**config.mk**
```make
export PLATFORM = sky130hd
export DESIGN_NAME = ext_insn_decoder
export DESIGN_NICKNAME = d
export VERILOG_FILES = /design/src/rtl/insn_decode_pkg.sv /design/src/rtl/ext_insn_decoder.sv
export SDC_FILE = /design/constraint.sdc
export NUM_CORES = 1
export LEC_CHECK = 0
export ABC_CLOCK_PERIOD_IN_PS = 3800
export BUFFER_PORTS_ARGS = -buffer_cell sky130_fd_sc_hd__buf_4
export CELL_PAD_IN_SITES_DETAIL_PLACEMENT = 2
export CELL_PAD_IN_SITES_GLOBAL_PLACEMENT = 2
export CORE_UTILIZATION = 30
export CTS_CLUSTER_SIZE = 12
export DETAILED_ROUTE_END_ITERATION = 8
export PLACE_DENSITY = 0.79
export SLEW_MARGIN = 5
export SYNTH_ARGS = -nofsm -noshare
export SYNTH_HDL_FRONTEND = slang
export SYNTH_SLANG_ARGS = --single-unit
```
**constraint.sdc**
```tcl
create_clock -name i_clk -period 3.8 [get_ports i_clk]
set_input_delay 0.38 -clock i_clk [delete_from_list [all_inputs] [get_ports i_clk]]
set_output_delay 0.38 -clock i_clk [all_outputs]
set_load 0.02 [all_outputs]
```
**src/rtl/insn_decode_pkg.sv**
```systemverilog
// Constants, types and encodings for the skip, exclusive-OR and extended-instruction decoder
// Function
// - Zero test discards prefetched word, two cycles
// - Skipped two-word instruction costs three cycles
// - Access bit low: access bank; high: bank select
// - Access bank, extension on, f<=95: indexed offset
// - Literal XOR lands in accumulator, one cycle
// - Register XOR decoded from 000110da, one cycle
// - Destination bit picks accumulator or register
// - Register XOR sets N,Z; test touches none
// - Extension inactive unless its enable is set
// - Extension adds exactly eight instructions
// - Pointer add one cycle; select 11 returns
// - Pointer subtract one cycle; select 11 returns
// - Pointer-two variants return after the update
// - Accumulator call: two cycles, no flags
// - Two-word indexed moves, second word 1111
// - Push literal at pointer two, then decrement
// - Accumulator call sends the accumulator out as call target low byte
// - Return variant spends second cycle idle
package insn_decode_pkg;
	// ****************************************
	// Instruction cycle phases
	// ****************************************
	localparam logic [1:0] PH_DECODE = 2'h0;
	localparam logic [1:0] PH_READ = 2'h1;
	localparam logic [1:0] PH_PROC = 2'h2;
	localparam logic [1:0] PH_WRITE = 2'h3;
	localparam int CLK_PERIOD_NS = 50;
	localparam int PHASES_PER_CYCLE = 4;
	localparam int INSN_CYCLE_NS = CLK_PERIOD_NS * PHASES_PER_CYCLE;
	// ****************************************
	// Opcode masks and values
	// ****************************************
	localparam logic [15:0] M_TST = 16'hfe00;
	localparam logic [15:0] V_TST = 16'h6600;
	localparam logic [15:0] M_XOR_LITERAL_INTO_ACC = 16'hff00;
	localparam logic [15:0] V_XOR_LITERAL_INTO_ACC = 16'h0a00;
	localparam logic [15:0] M_XOR_ACC_WITH_REG = 16'hfc00;
	localparam logic [15:0] V_XOR_ACC_WITH_REG = 16'h1800;
	localparam logic [15:0] M_BYTE8 = 16'hff00;
	localparam logic [15:0] V_ADDPTR = 16'he800;
	localparam logic [15:0] V_SUBPTR = 16'he900;
	localparam logic [15:0] V_PUSH_LITERAL = 16'hea00;
	localparam logic [15:0] V_MOVS = 16'heb00;
	localparam logic [15:0] M_FULL = 16'hffff;
	localparam logic [15:0] V_CALL_VIA_ACCUMULATOR = 16'h0014;
	localparam logic [15:0] M_NIB = 16'hf000;
	localparam logic [15:0] V_SECOND = 16'hf000;
	localparam logic [15:0] M_CALL = 16'hfe00;
	localparam logic [15:0] V_CALL = 16'hec00;
	localparam logic [15:0] V_GOTO = 16'hef00;
	localparam logic [15:0] M_LFSR = 16'hffc0;
	localparam logic [15:0] V_LFSR = 16'hee00;
	localparam logic [15:0] V_MOVFF = 16'hc000;
	localparam int STD_INSN_COUNT = 75;
	localparam int EXT_INSN_COUNT = 8;
	// ****************************************
	// Opcode fields and addressing
	// ****************************************
	localparam int BIT_A = 8;
	localparam int BIT_D = 9;
	localparam int BIT_MOVE_INDEXED_TO_INDEXED = 7;
	localparam logic [1:0] SEL_PTR2_RET = 2'h3;
	localparam logic [7:0] ILO_LIMIT = 8'h5f;
	localparam logic [7:0] ACCESS_SPLIT = 8'h80;
	localparam logic [3:0] SFR_PAGE = 4'hf;
	// ****************************************
	// Register map (byte offsets) and fields
	// ****************************************
	localparam int WB_AW = 5;
	localparam logic [4:0] REG_CTRL = 5'h00;
	localparam logic [4:0] REG_ACC = 5'h04;
	localparam logic [4:0] REG_BANK = 5'h08;
	localparam logic [4:0] REG_PTR0 = 5'h0c;
	localparam logic [4:0] REG_PTR1 = 5'h10;
	localparam logic [4:0] REG_PTR2 = 5'h14;
	localparam logic [4:0] REG_STATUS = 5'h18;
	localparam logic [4:0] REG_STATE = 5'h1c;
	localparam int CTRL_EXT_BIT = 0;
	localparam int STAT_Z_BIT = 2;
	localparam int STAT_N_BIT = 4;
	localparam logic RST_EXT = 1'b0;
	localparam logic [7:0] RST_BYTE = 8'h00;
	localparam logic [11:0] RST_PTR = 12'h000;
	// ****************************************
	// Types
	// ****************************************
	typedef enum logic [2:0] {
		ST_EXEC = 3'h0,
		ST_SKIP = 3'h1,
		ST_SKIP2 = 3'h3,
		ST_DEAD = 3'h2,
		ST_MOV2 = 3'h6
	} state_t;
	typedef struct packed {
		logic [11:0] addr;
		logic we;
		logic [7:0] wdat;
	} mem_req_t;
endpackage

```
**src/rtl/ext_insn_decoder.sv**
```systemverilog
// Decoder and executor for skip, exclusive-OR and extended pointer instructions
//
// Register access over Wishbone and the address map were chosen for this implementation.
`timescale 1ns/1ps
module ext_insn_decoder import insn_decode_pkg::*; (
	// Clock and reset
	input wire logic i_clk,
	input wire logic i_rst,
	// Wishbone slave
	input wire logic i_wb_cyc,
	input wire logic i_wb_stb,
	input wire logic i_wb_we,
	input wire logic [WB_AW-1:0] i_wb_adr,
	input wire logic [3:0] i_wb_sel,
	input wire logic [31:0] i_wb_dat,
	output logic [31:0] o_wb_dat,
	output logic o_wb_ack,
	// Instruction fetch
	input wire logic [15:0] i_insn,
	output logic [1:0] o_phase,
	output logic o_flush,
	// Data memory
	input wire logic [7:0] i_mem_rdat,
	output mem_req_t o_mem,
	// Program flow
	output logic o_call,
	output logic o_ret,
	output logic [7:0] o_pcl
);
	// ****************************************
	// State
	// ****************************************
	state_t state_q; // Cycle sequencer
	logic [1:0] phase_q; // Current phase
	logic [15:0] ir_q; // Word being executed
	logic flush_two_q; // Word of this cycle is a two-word first word
	logic mv_idx_q; // Move destination is indexed
	logic [7:0] rd_q; // Operand read in phase two
	logic ext_q; // Extension enable
	logic [7:0] acc_q; // Accumulator
	logic [3:0] bank_q; // Bank select
	logic [11:0] ptr_q [3]; // File select pointers
	logic n_q; // Negative flag
	logic z_q; // Zero flag
	logic flush_q; // Flushed-cycle flag
	mem_req_t mem_q; // Memory request
	logic call_q; // Call pulse
	logic ret_q; // Return pulse
	logic [7:0] pcl_q; // Call target low byte
	logic ack_q; // Bus acknowledge
	logic [31:0] wb_dat_q; // Bus read data
	// ****************************************
	// Decode helpers
	// ****************************************
	// Masked opcode match
	function automatic logic hit(input logic [15:0] w, input logic [15:0] m, input logic [15:0] v);
		return (w & m) == v;
	endfunction
	// First word of an instruction that owns a second word
	function automatic logic is_two_word(input logic [15:0] w, input logic ext);
		return hit(w, M_CALL, V_CALL) || hit(w, M_BYTE8, V_GOTO) || hit(w, M_LFSR, V_LFSR)
			|| hit(w, M_NIB, V_MOVFF) || (ext && hit(w, M_BYTE8, V_MOVS));
	endfunction
	// Byte-oriented operand address
	function automatic logic [11:0] resolve(input logic [15:0] w, input logic ext, input logic [3:0] bank,
		input logic [11:0] p2);
		logic [7:0] f;
		f = w[7:0];
		if (w[BIT_A])
			return {bank, f};
		else if (ext && f <= ILO_LIMIT)
			return 12'(p2 + {4'h0, f});
		else if (f >= ACCESS_SPLIT)
			return {SFR_PAGE, f};
		else
			return {4'h0, f};
	endfunction
	// Byte-lane merge for bus writes
	function automatic logic [11:0] merge12(input logic [11:0] old, input logic [31:0] d, input logic [3:0] s);
		return {s[1] ? d[11:8] : old[11:8], s[0] ? d[7:0] : old[7:0]};
	endfunction
	// ****************************************
	// Instruction decode
	// ****************************************
	wire active = state_q == ST_EXEC;
	wire mv2 = state_q == ST_MOV2;
	wire dec_tst = active && hit(ir_q, M_TST, V_TST);
	wire dec_xor_literal_into_acc = active && hit(ir_q, M_XOR_LITERAL_INTO_ACC, V_XOR_LITERAL_INTO_ACC);
	wire dec_xor_acc_with_reg = active && hit(ir_q, M_XOR_ACC_WITH_REG, V_XOR_ACC_WITH_REG);
	// Eight extended kinds, all gated by the enable
	wire dec_add = active && ext_q && hit(ir_q, M_BYTE8, V_ADDPTR);
	wire dec_sub = active && ext_q && hit(ir_q, M_BYTE8, V_SUBPTR);
	wire dec_push = active && ext_q && hit(ir_q, M_BYTE8, V_PUSH_LITERAL);
	wire dec_movs = active && ext_q && hit(ir_q, M_BYTE8, V_MOVS);
	wire dec_call_via_accumulator = active && ext_q && hit(ir_q, M_FULL, V_CALL_VIA_ACCUMULATOR);
	wire mv2_ok = mv2 && hit(ir_q, M_NIB, V_SECOND);
	wire is_ulnk = ir_q[7:6] == SEL_PTR2_RET;
	wire [1:0] ptr_idx = is_ulnk ? 2'h2 : ir_q[7:6];
	wire [11:0] lit6 = {6'h00, ir_q[5:0]};
	wire [11:0] ptr_sel = ptr_q[ptr_idx];
	wire [11:0] ptr_new = dec_add ? 12'(ptr_sel + lit6) : 12'(ptr_sel - lit6);
	wire [11:0] idx_addr = 12'(ptr_q[2] + {5'h00, ir_q[6:0]});
	wire [11:0] byte_addr = resolve(ir_q, ext_q, bank_q, ptr_q[2]);
	wire [11:0] addr_d = dec_push ? ptr_q[2] : dec_movs ? idx_addr
		: mv2 ? (mv_idx_q ? idx_addr : ir_q[11:0]) : byte_addr;
	wire [7:0] xor_res = acc_q ^ (dec_xor_literal_into_acc ? ir_q[7:0] : rd_q);
	// Next cycle kind, decided in the write phase
	wire skip_now = dec_tst && rd_q == 8'h00;
	wire ret_now = (dec_add || dec_sub) && is_ulnk;
	state_t state_d;
	assign state_d = skip_now ? ST_SKIP
		: dec_movs ? ST_MOV2
		: (ret_now || dec_call_via_accumulator) ? ST_DEAD
		: (state_q == ST_SKIP && flush_two_q) ? ST_SKIP2
		: ST_EXEC;
	// ****************************************
	// Bus decode
	// ****************************************
	wire bus_hit = i_wb_cyc && i_wb_stb;
	wire wr_now = bus_hit && i_wb_we && ack_q;
	wire [31:0] rd_mux = i_wb_adr == REG_CTRL ? {31'h0, ext_q}
		: i_wb_adr == REG_ACC ? {24'h0, acc_q}
		: i_wb_adr == REG_BANK ? {28'h0, bank_q}
		: i_wb_adr == REG_PTR0 ? {20'h0, ptr_q[0]}
		: i_wb_adr == REG_PTR1 ? {20'h0, ptr_q[1]}
		: i_wb_adr == REG_PTR2 ? {20'h0, ptr_q[2]}
		: i_wb_adr == REG_STATUS ? {27'h0, n_q, 1'b0, z_q, 2'h0}
		: i_wb_adr == REG_STATE ? {27'h0, phase_q, state_q}
		: 32'h0;
	// ****************************************
	// Phase counter
	// ****************************************
	always_ff @(posedge i_clk)
	begin
		if (i_rst)
			phase_q <= PH_DECODE;
		else
			phase_q <= 2'(phase_q + 2'h1);
	end
	// ****************************************
	// Bus slave: ack one cycle after request
	// ****************************************
	always_ff @(posedge i_clk)
	begin
		if (i_rst)
		begin
			ack_q <= 1'b0;
			wb_dat_q <= 32'h0;
		end
		else
		begin
			ack_q <= bus_hit && !ack_q;
			wb_dat_q <= rd_mux;
		end
	end
	// ****************************************
	// Execute, one phase per clock
	// ****************************************
	always_ff @(posedge i_clk)
	begin
		if (i_rst)
		begin
			state_q <= ST_EXEC;
			ir_q <= 16'h0000;
			flush_two_q <= 1'b0;
			mv_idx_q <= 1'b0;
			rd_q <= RST_BYTE;
			ext_q <= RST_EXT;
			acc_q <= RST_BYTE;
			bank_q <= 4'h0;
			ptr_q <= '{RST_PTR, RST_PTR, RST_PTR};
			n_q <= 1'b0;
			z_q <= 1'b0;
			flush_q <= 1'b0;
			mem_q <= '0;
			call_q <= 1'b0;
			ret_q <= 1'b0;
			pcl_q <= RST_BYTE;
		end
		else
		begin
			case (phase_q)
				// Latch the word and note whether a skip must drop two
				PH_DECODE:
				begin
					ir_q <= i_insn;
					flush_two_q <= is_two_word(i_insn, ext_q);
					mem_q.we <= 1'b0;
					call_q <= 1'b0;
					ret_q <= 1'b0;
				end
				// Present the operand address
				PH_READ:
				begin
					mem_q.addr <= addr_d;
				end
				// Capture the operand; a move's second cycle keeps its source byte
				PH_PROC:
				begin
					if (!mv2)
						rd_q <= i_mem_rdat;
				end
				// Commit results; flushed cycles commit nothing
				default:
				begin
					state_q <= state_d;
					flush_q <= state_d != ST_EXEC && state_d != ST_MOV2;
					if (dec_movs)
						mv_idx_q <= ir_q[BIT_MOVE_INDEXED_TO_INDEXED];
					if (dec_xor_literal_into_acc || (dec_xor_acc_with_reg && !ir_q[BIT_D]))
						acc_q <= xor_res;
					if (dec_xor_acc_with_reg)
					begin
						n_q <= xor_res[7];
						z_q <= xor_res == 8'h00;
					end
					if ((dec_xor_acc_with_reg && ir_q[BIT_D]) || dec_push || mv2_ok)
					begin
						mem_q.we <= 1'b1;
						mem_q.wdat <= dec_push ? ir_q[7:0] : mv2_ok ? rd_q : xor_res;
					end
					if (dec_add || dec_sub)
						ptr_q[ptr_idx] <= ptr_new;
					if (dec_push)
						ptr_q[2] <= 12'(ptr_q[2] - 12'h001);
					ret_q <= ret_now;
					call_q <= dec_call_via_accumulator;
					if (dec_call_via_accumulator)
						pcl_q <= acc_q;
				end
			endcase
			// Bus writes land last and so win over the core
			if (wr_now && i_wb_sel[0])
			begin
				case (i_wb_adr)
					REG_CTRL: ext_q <= i_wb_dat[CTRL_EXT_BIT];
					REG_ACC: acc_q <= i_wb_dat[7:0];
					REG_BANK: bank_q <= i_wb_dat[3:0];
					REG_STATUS:
					begin
						n_q <= i_wb_dat[STAT_N_BIT];
						z_q <= i_wb_dat[STAT_Z_BIT];
					end
					default: ;
				endcase
			end
			if (wr_now)
			begin
				case (i_wb_adr)
					REG_PTR0: ptr_q[0] <= merge12(ptr_q[0], i_wb_dat, i_wb_sel);
					REG_PTR1: ptr_q[1] <= merge12(ptr_q[1], i_wb_dat, i_wb_sel);
					REG_PTR2: ptr_q[2] <= merge12(ptr_q[2], i_wb_dat, i_wb_sel);
					default: ;
				endcase
			end
		end
	end
	// ****************************************
	// Outputs
	// ****************************************
	assign o_wb_dat = wb_dat_q;
	assign o_wb_ack = ack_q;
	assign o_phase = phase_q;
	assign o_flush = flush_q;
	assign o_mem = mem_q;
	assign o_call = call_q;
	assign o_ret = ret_q;
	assign o_pcl = pcl_q;

	wire at_wr = phase_q == PH_WRITE;
endmodule

```
==> impl_summary.txt <==
----------------------------------------------------
[Logic synthesis]
  Post-synthesis async set-or-reset flop share ... 0%
  Synth Cell Area ... 0.00849 mm2
  Synthesis-stage register bit count ... 127
  Synthesized netlist cell count ... 1,109
  Synthesized area per cell ... 7.66 um2
  Top FF cell, synth ... dfxtp_1
  Number of synthesized flops with an enable pin ... 0
  Library cells used by synthesis ... 75
  Sequential element share of the synthesized area ... 29.9%
  Yosys Warn Count ... 0

[Timing]
  Worst hold slack ... 0.162 ns
  Unrepaired setup endpoints after global routing ... no
  Clock skew ... 0.0126 ns
  Total Negative Setup Slacks ... 0 ns
  Final worst-path cycle share ... 93.9%
  Highest achievable clock rate ... 0.280 GHz
  Transition at the pin with the smallest max-transition slack ... 1.02 ns
  Number of setup violations in the final report ... 0
  Worst-case headroom to the max-slew limit ... 31.9%
  Total count of max-transition violations in the final report ... 0
  Setup ws final ... 0.232 ns
  Number of hold violations in the final report ... 0
  Final worst path period need ... 3.57 ns

[Setup path]
  CP Capture Type ... register
  Largest stage delay, worst path ... 0.48 ns
  Count of buffering cells on the critical path with inverters included ... 1
  Setup slack on the worst flop-to-flop path ... 0.23 ns
  Critical path class ... register to register
  CP max-delay cell ... fa_1
  Stages on worst setup path ... 13
  Cell Chain, Critical Path ... nor4_4 -> nand3_2 -> nor3_4 -> buf_4 -> mux2_2 -> fa_1 -> a21oi_2 -> o221ai_1 -> a31o_2 -> a21oi_1 -> xnor2_1 -> nand2_1 -> a21oi_1
  Crit path DAT ... 3.93 ns
  Critical path startpoint category ... register
  Worst r2r dst ... ptr_q[22]
  Worst-path maximum fanout ... 7
  Reg2reg path depth ... 13
  R2r startpoint ... state_q[2]
  Worst path required time ... 4.16 ns
  Cell family with the largest share of critical-path delay ... compound AO/OA/AOI/OAI gates
  Crit path top cell by count ... a21oi_1

[Floorplan]
  Overall die area ... 0.0290 mm2
  DIE HEIGHT ... 170 um
  Die outline width ... 170 um
  Number of I/O pins ... 137
  Core Region ... 0.0278 mm2
  Floorplan row count ... 61
  Effective utilization at floorplan ... 30.6%

[Hold path]
  Worst hold path depth ... 3
  Hold path endpoint ... ir_q[2]
  Hold WC Path Type ... input pin to register
  Hold Startpoint ... i_insn[2]

[Detailed routing]
  Number of DRC markers after the initial detailed-route iteration ... 487
  Length of the first detailed-routing pass in iterations ... 5
  Routed length per instance ... 23.8 um
  Via density per instance ... 5.83
  Final wirelength ... 37,800 um
  Antenna viol nets, final ... 0
  DRC Markers ... 0
  Vias after detailed routing ... 9,241

[GRT]
  Residual overflow from global routing ... 0
  Via count of the first global-routing pass ... 9,868
  First-pass GRT wire length ... 57,800 um
  Pin count of the biggest net entering global routing ... 65
  Antenna violations before repair ... 0
  Total GRT Usage ... 26.5%

[Power]
  Worst VDD drop ... 0.220 mV
  Leakage Power ... 3.99 nW
  Power density normalized to cell area ... 368 mW/mm2
  Pwr Total ... 3.78 mW

[Clocking]
  Clock-pin transition on the worst setup and hold timing paths ... 0.07 ns
  TritonCTS sink count ... 127
  Clock root cell ... clkbuf_16
  Post-CTS Setup Bufs ... 0
  Clock latency on the worst-skew pair ... 0.45 ns
  Clock buffer depth ... 2
  Number of buffers inserted during clock tree synthesis ... 17
  Number of buffers inserted by hold repair at cts ... 0
  TritonCTS clock tree ... built
  Number of gates resized after cts ... 0
  H-tree depth reported by CTS ... 4

[Finish]
  Final nets ... 1,291
  Synth-to-Final Area Change ... 21.0%
  Filler Cell Count ... 3,292
  Post-layout utilization of the core ... 37.0%
  Antenna Diode Count ... 0
  Fraction of final layout cells sized beyond drive strength 1 ... 16.5%

[Placed design]
  Port buffer count ... 94
  Post-place setup slack ... 0.0847 ns
  GPL Wtd Cong ... 0.889
  Post-detail-place hpwl ... 28,100 um

[Outcome]
  Outcome ... finished, final reports clean

[Run]
  Maximum Capacitance Violations ... 0

----------------------------------------------------
-- synthesized netlist by cell type, types with 13 or more instances --
cell type | instances | area, um2
nor2_1 | 145 | 544
dfxtp_1 | 127 | 2540
a21oi_1 | 109 | 546
nand2_1 | 102 | 383
clkbuf_1 | 63 | 236
mux2i_1 | 60 | 601
o21ai_0 | 57 | 285
nand3_1 | 33 | 165
inv_1 | 29 | 109
ha_1 | 25 | 313
nor3_1 | 24 | 120
buf_4 | 20 | 150
a211oi_1 | 19 | 143
a22oi_1 | 18 | 135
a221oi_1 | 16 | 140
xnor2_1 | 15 | 131
a311oi_1 | 13 | 114
a31oi_1 | 13 | 81.3
and3_1 | 13 | 81.3
nand4_1 | 13 | 81.3
or3_1 | 13 | 81.3
-- worst register-to-register path, stage by stage, from the launching register on --
cell,delay [ns]
dfxtp_1,0.36
nor4_4,0.36
nand3_2,0.19
nor3_4,0.23
buf_4,0.20
mux2_2,0.38
fa_1,0.48
a21oi_2,0.21
o221ai_1,0.17
a31o_2,0.27
a21oi_1,0.17
xnor2_1,0.20
nand2_1,0.10
a21oi_1,0.18
-- state kept, by name, indices dropped and copies added, names as in the netlist --
register     count
ptr_q           36
o_phase          2
mv_idx_q         1
bank_q           4
ir_q            16
o_mem           21
o_call           1
o_wb_ack         1
rd_q             8
ext_q            1
acc_q            8
o_flush          1
z_q              1
o_pcl            8
n_q              1
o_ret            1
flush_two_q      1
o_wb_dat        12
state_q          3
-- worst max path at each step --
stage | end | startpoint | slack [ns]
detailed placement | ptr_q[35] | ir_q[14] | 0.08
finish | ptr_q[22] | state_q[2] | 0.23
floorplan | ptr_q[35] | ir_q[6] | 0.24
global placement | ptr_q[35] | ir_q[15] | 0.26
CTS | ptr_q[35] | ir_q[14] | 0.04
global route | ptr_q[22] | state_q[2] | 0.05
-- metal layers --
| layer | GRT usage (%) | wire length [um] |
|---|---|---|
| met5 | 0 | 0 |
| met4 | 14.5 | 1890 |
| met3 | 5.19 | 2020 |
| met2 | 44.9 | 18500 |
| met1 | 31.4 | 15400 |
-- cell type report --
cell class / count / area (um2) / share of cell area, %
Timing Repair Buffer: 142 / 1070 / 10.4
Clock inverter: 15 / 173 / 1.68
Multi-Input combinational cell: 877 / 5490 / 53.4
Tap cell: 378 / 473 / 4.60
Sequential cell: 127 / 2540 / 24.7
Clock buffer: 17 / 425 / 4.14
Inverter: 29 / 109 / 1.06
-- through the flow --
stage               std cells  instance area (um2)
floorplan                1128                 8560
global placement         1553                 9660
detailed placement       1553                 9660
CTS                      1585                10300
global route             1585                10300
finish                   1585                10300
-- cell usage in the layout, fill, tap and decap left out, types with 6 or more instances in the layout --
cell and n:
o21ai_0 56, nand3_1 33, o22ai_1 8, a221oi_1 16
a21o_1 6, nand3b_1 6, nand2_1 102, a22oi_1 18
a21oi_1 107, and3_1 12, and2_1 6, dfxtp_1 127
a211o_1 6, xnor2_1 15, nor2b_1 8, or3_1 13
inv_8 7, buf_4 142, inv_1 29, a211oi_1 19
nand4_1 13, a31oi_1 13, o32ai_1 6, conb_1 20
nor2_1 145, nand2b_1 12, ha_1 25, xor2_1 10
nor3_1 24, clkbuf_16 17, a311oi_1 13, o211ai_1 6
o221ai_1 6, mux2i_1 60, nor4_1 9
-- where the power goes --
| group | switching, mW | total, mW | internal, mW | leakage, nW |
|---|---|---|---|---|
| Clock | 0.791 | 1.73 | 0.939 | 0.294 |
| Combinational | 0.413 | 0.638 | 0.225 | 2.67 |
| Sequential | 0.0455 | 1.41 | 1.36 | 1.03 |
| Total | 1.25 | 3.78 | 2.53 | 3.99 |
-- logic make-up (layout without fill, tap and decap cells) --
kind of cell               Yosys count  count (layout)  share of synthesized area [%]
and+or+nand+nor                    411             411                           23.7
DFF                                127             127                           29.9
adders and majority gates           27              27                           4.16
xor gates and xnor gates            25              25                           2.58
muxes                               63              63                           7.60
AOI/OAI and AO/OA                  331             331                           25.5
buffers and inverters              124             203                           6.47
other                                1              20                         0.0442
Power figures use the tool's default switching activity.
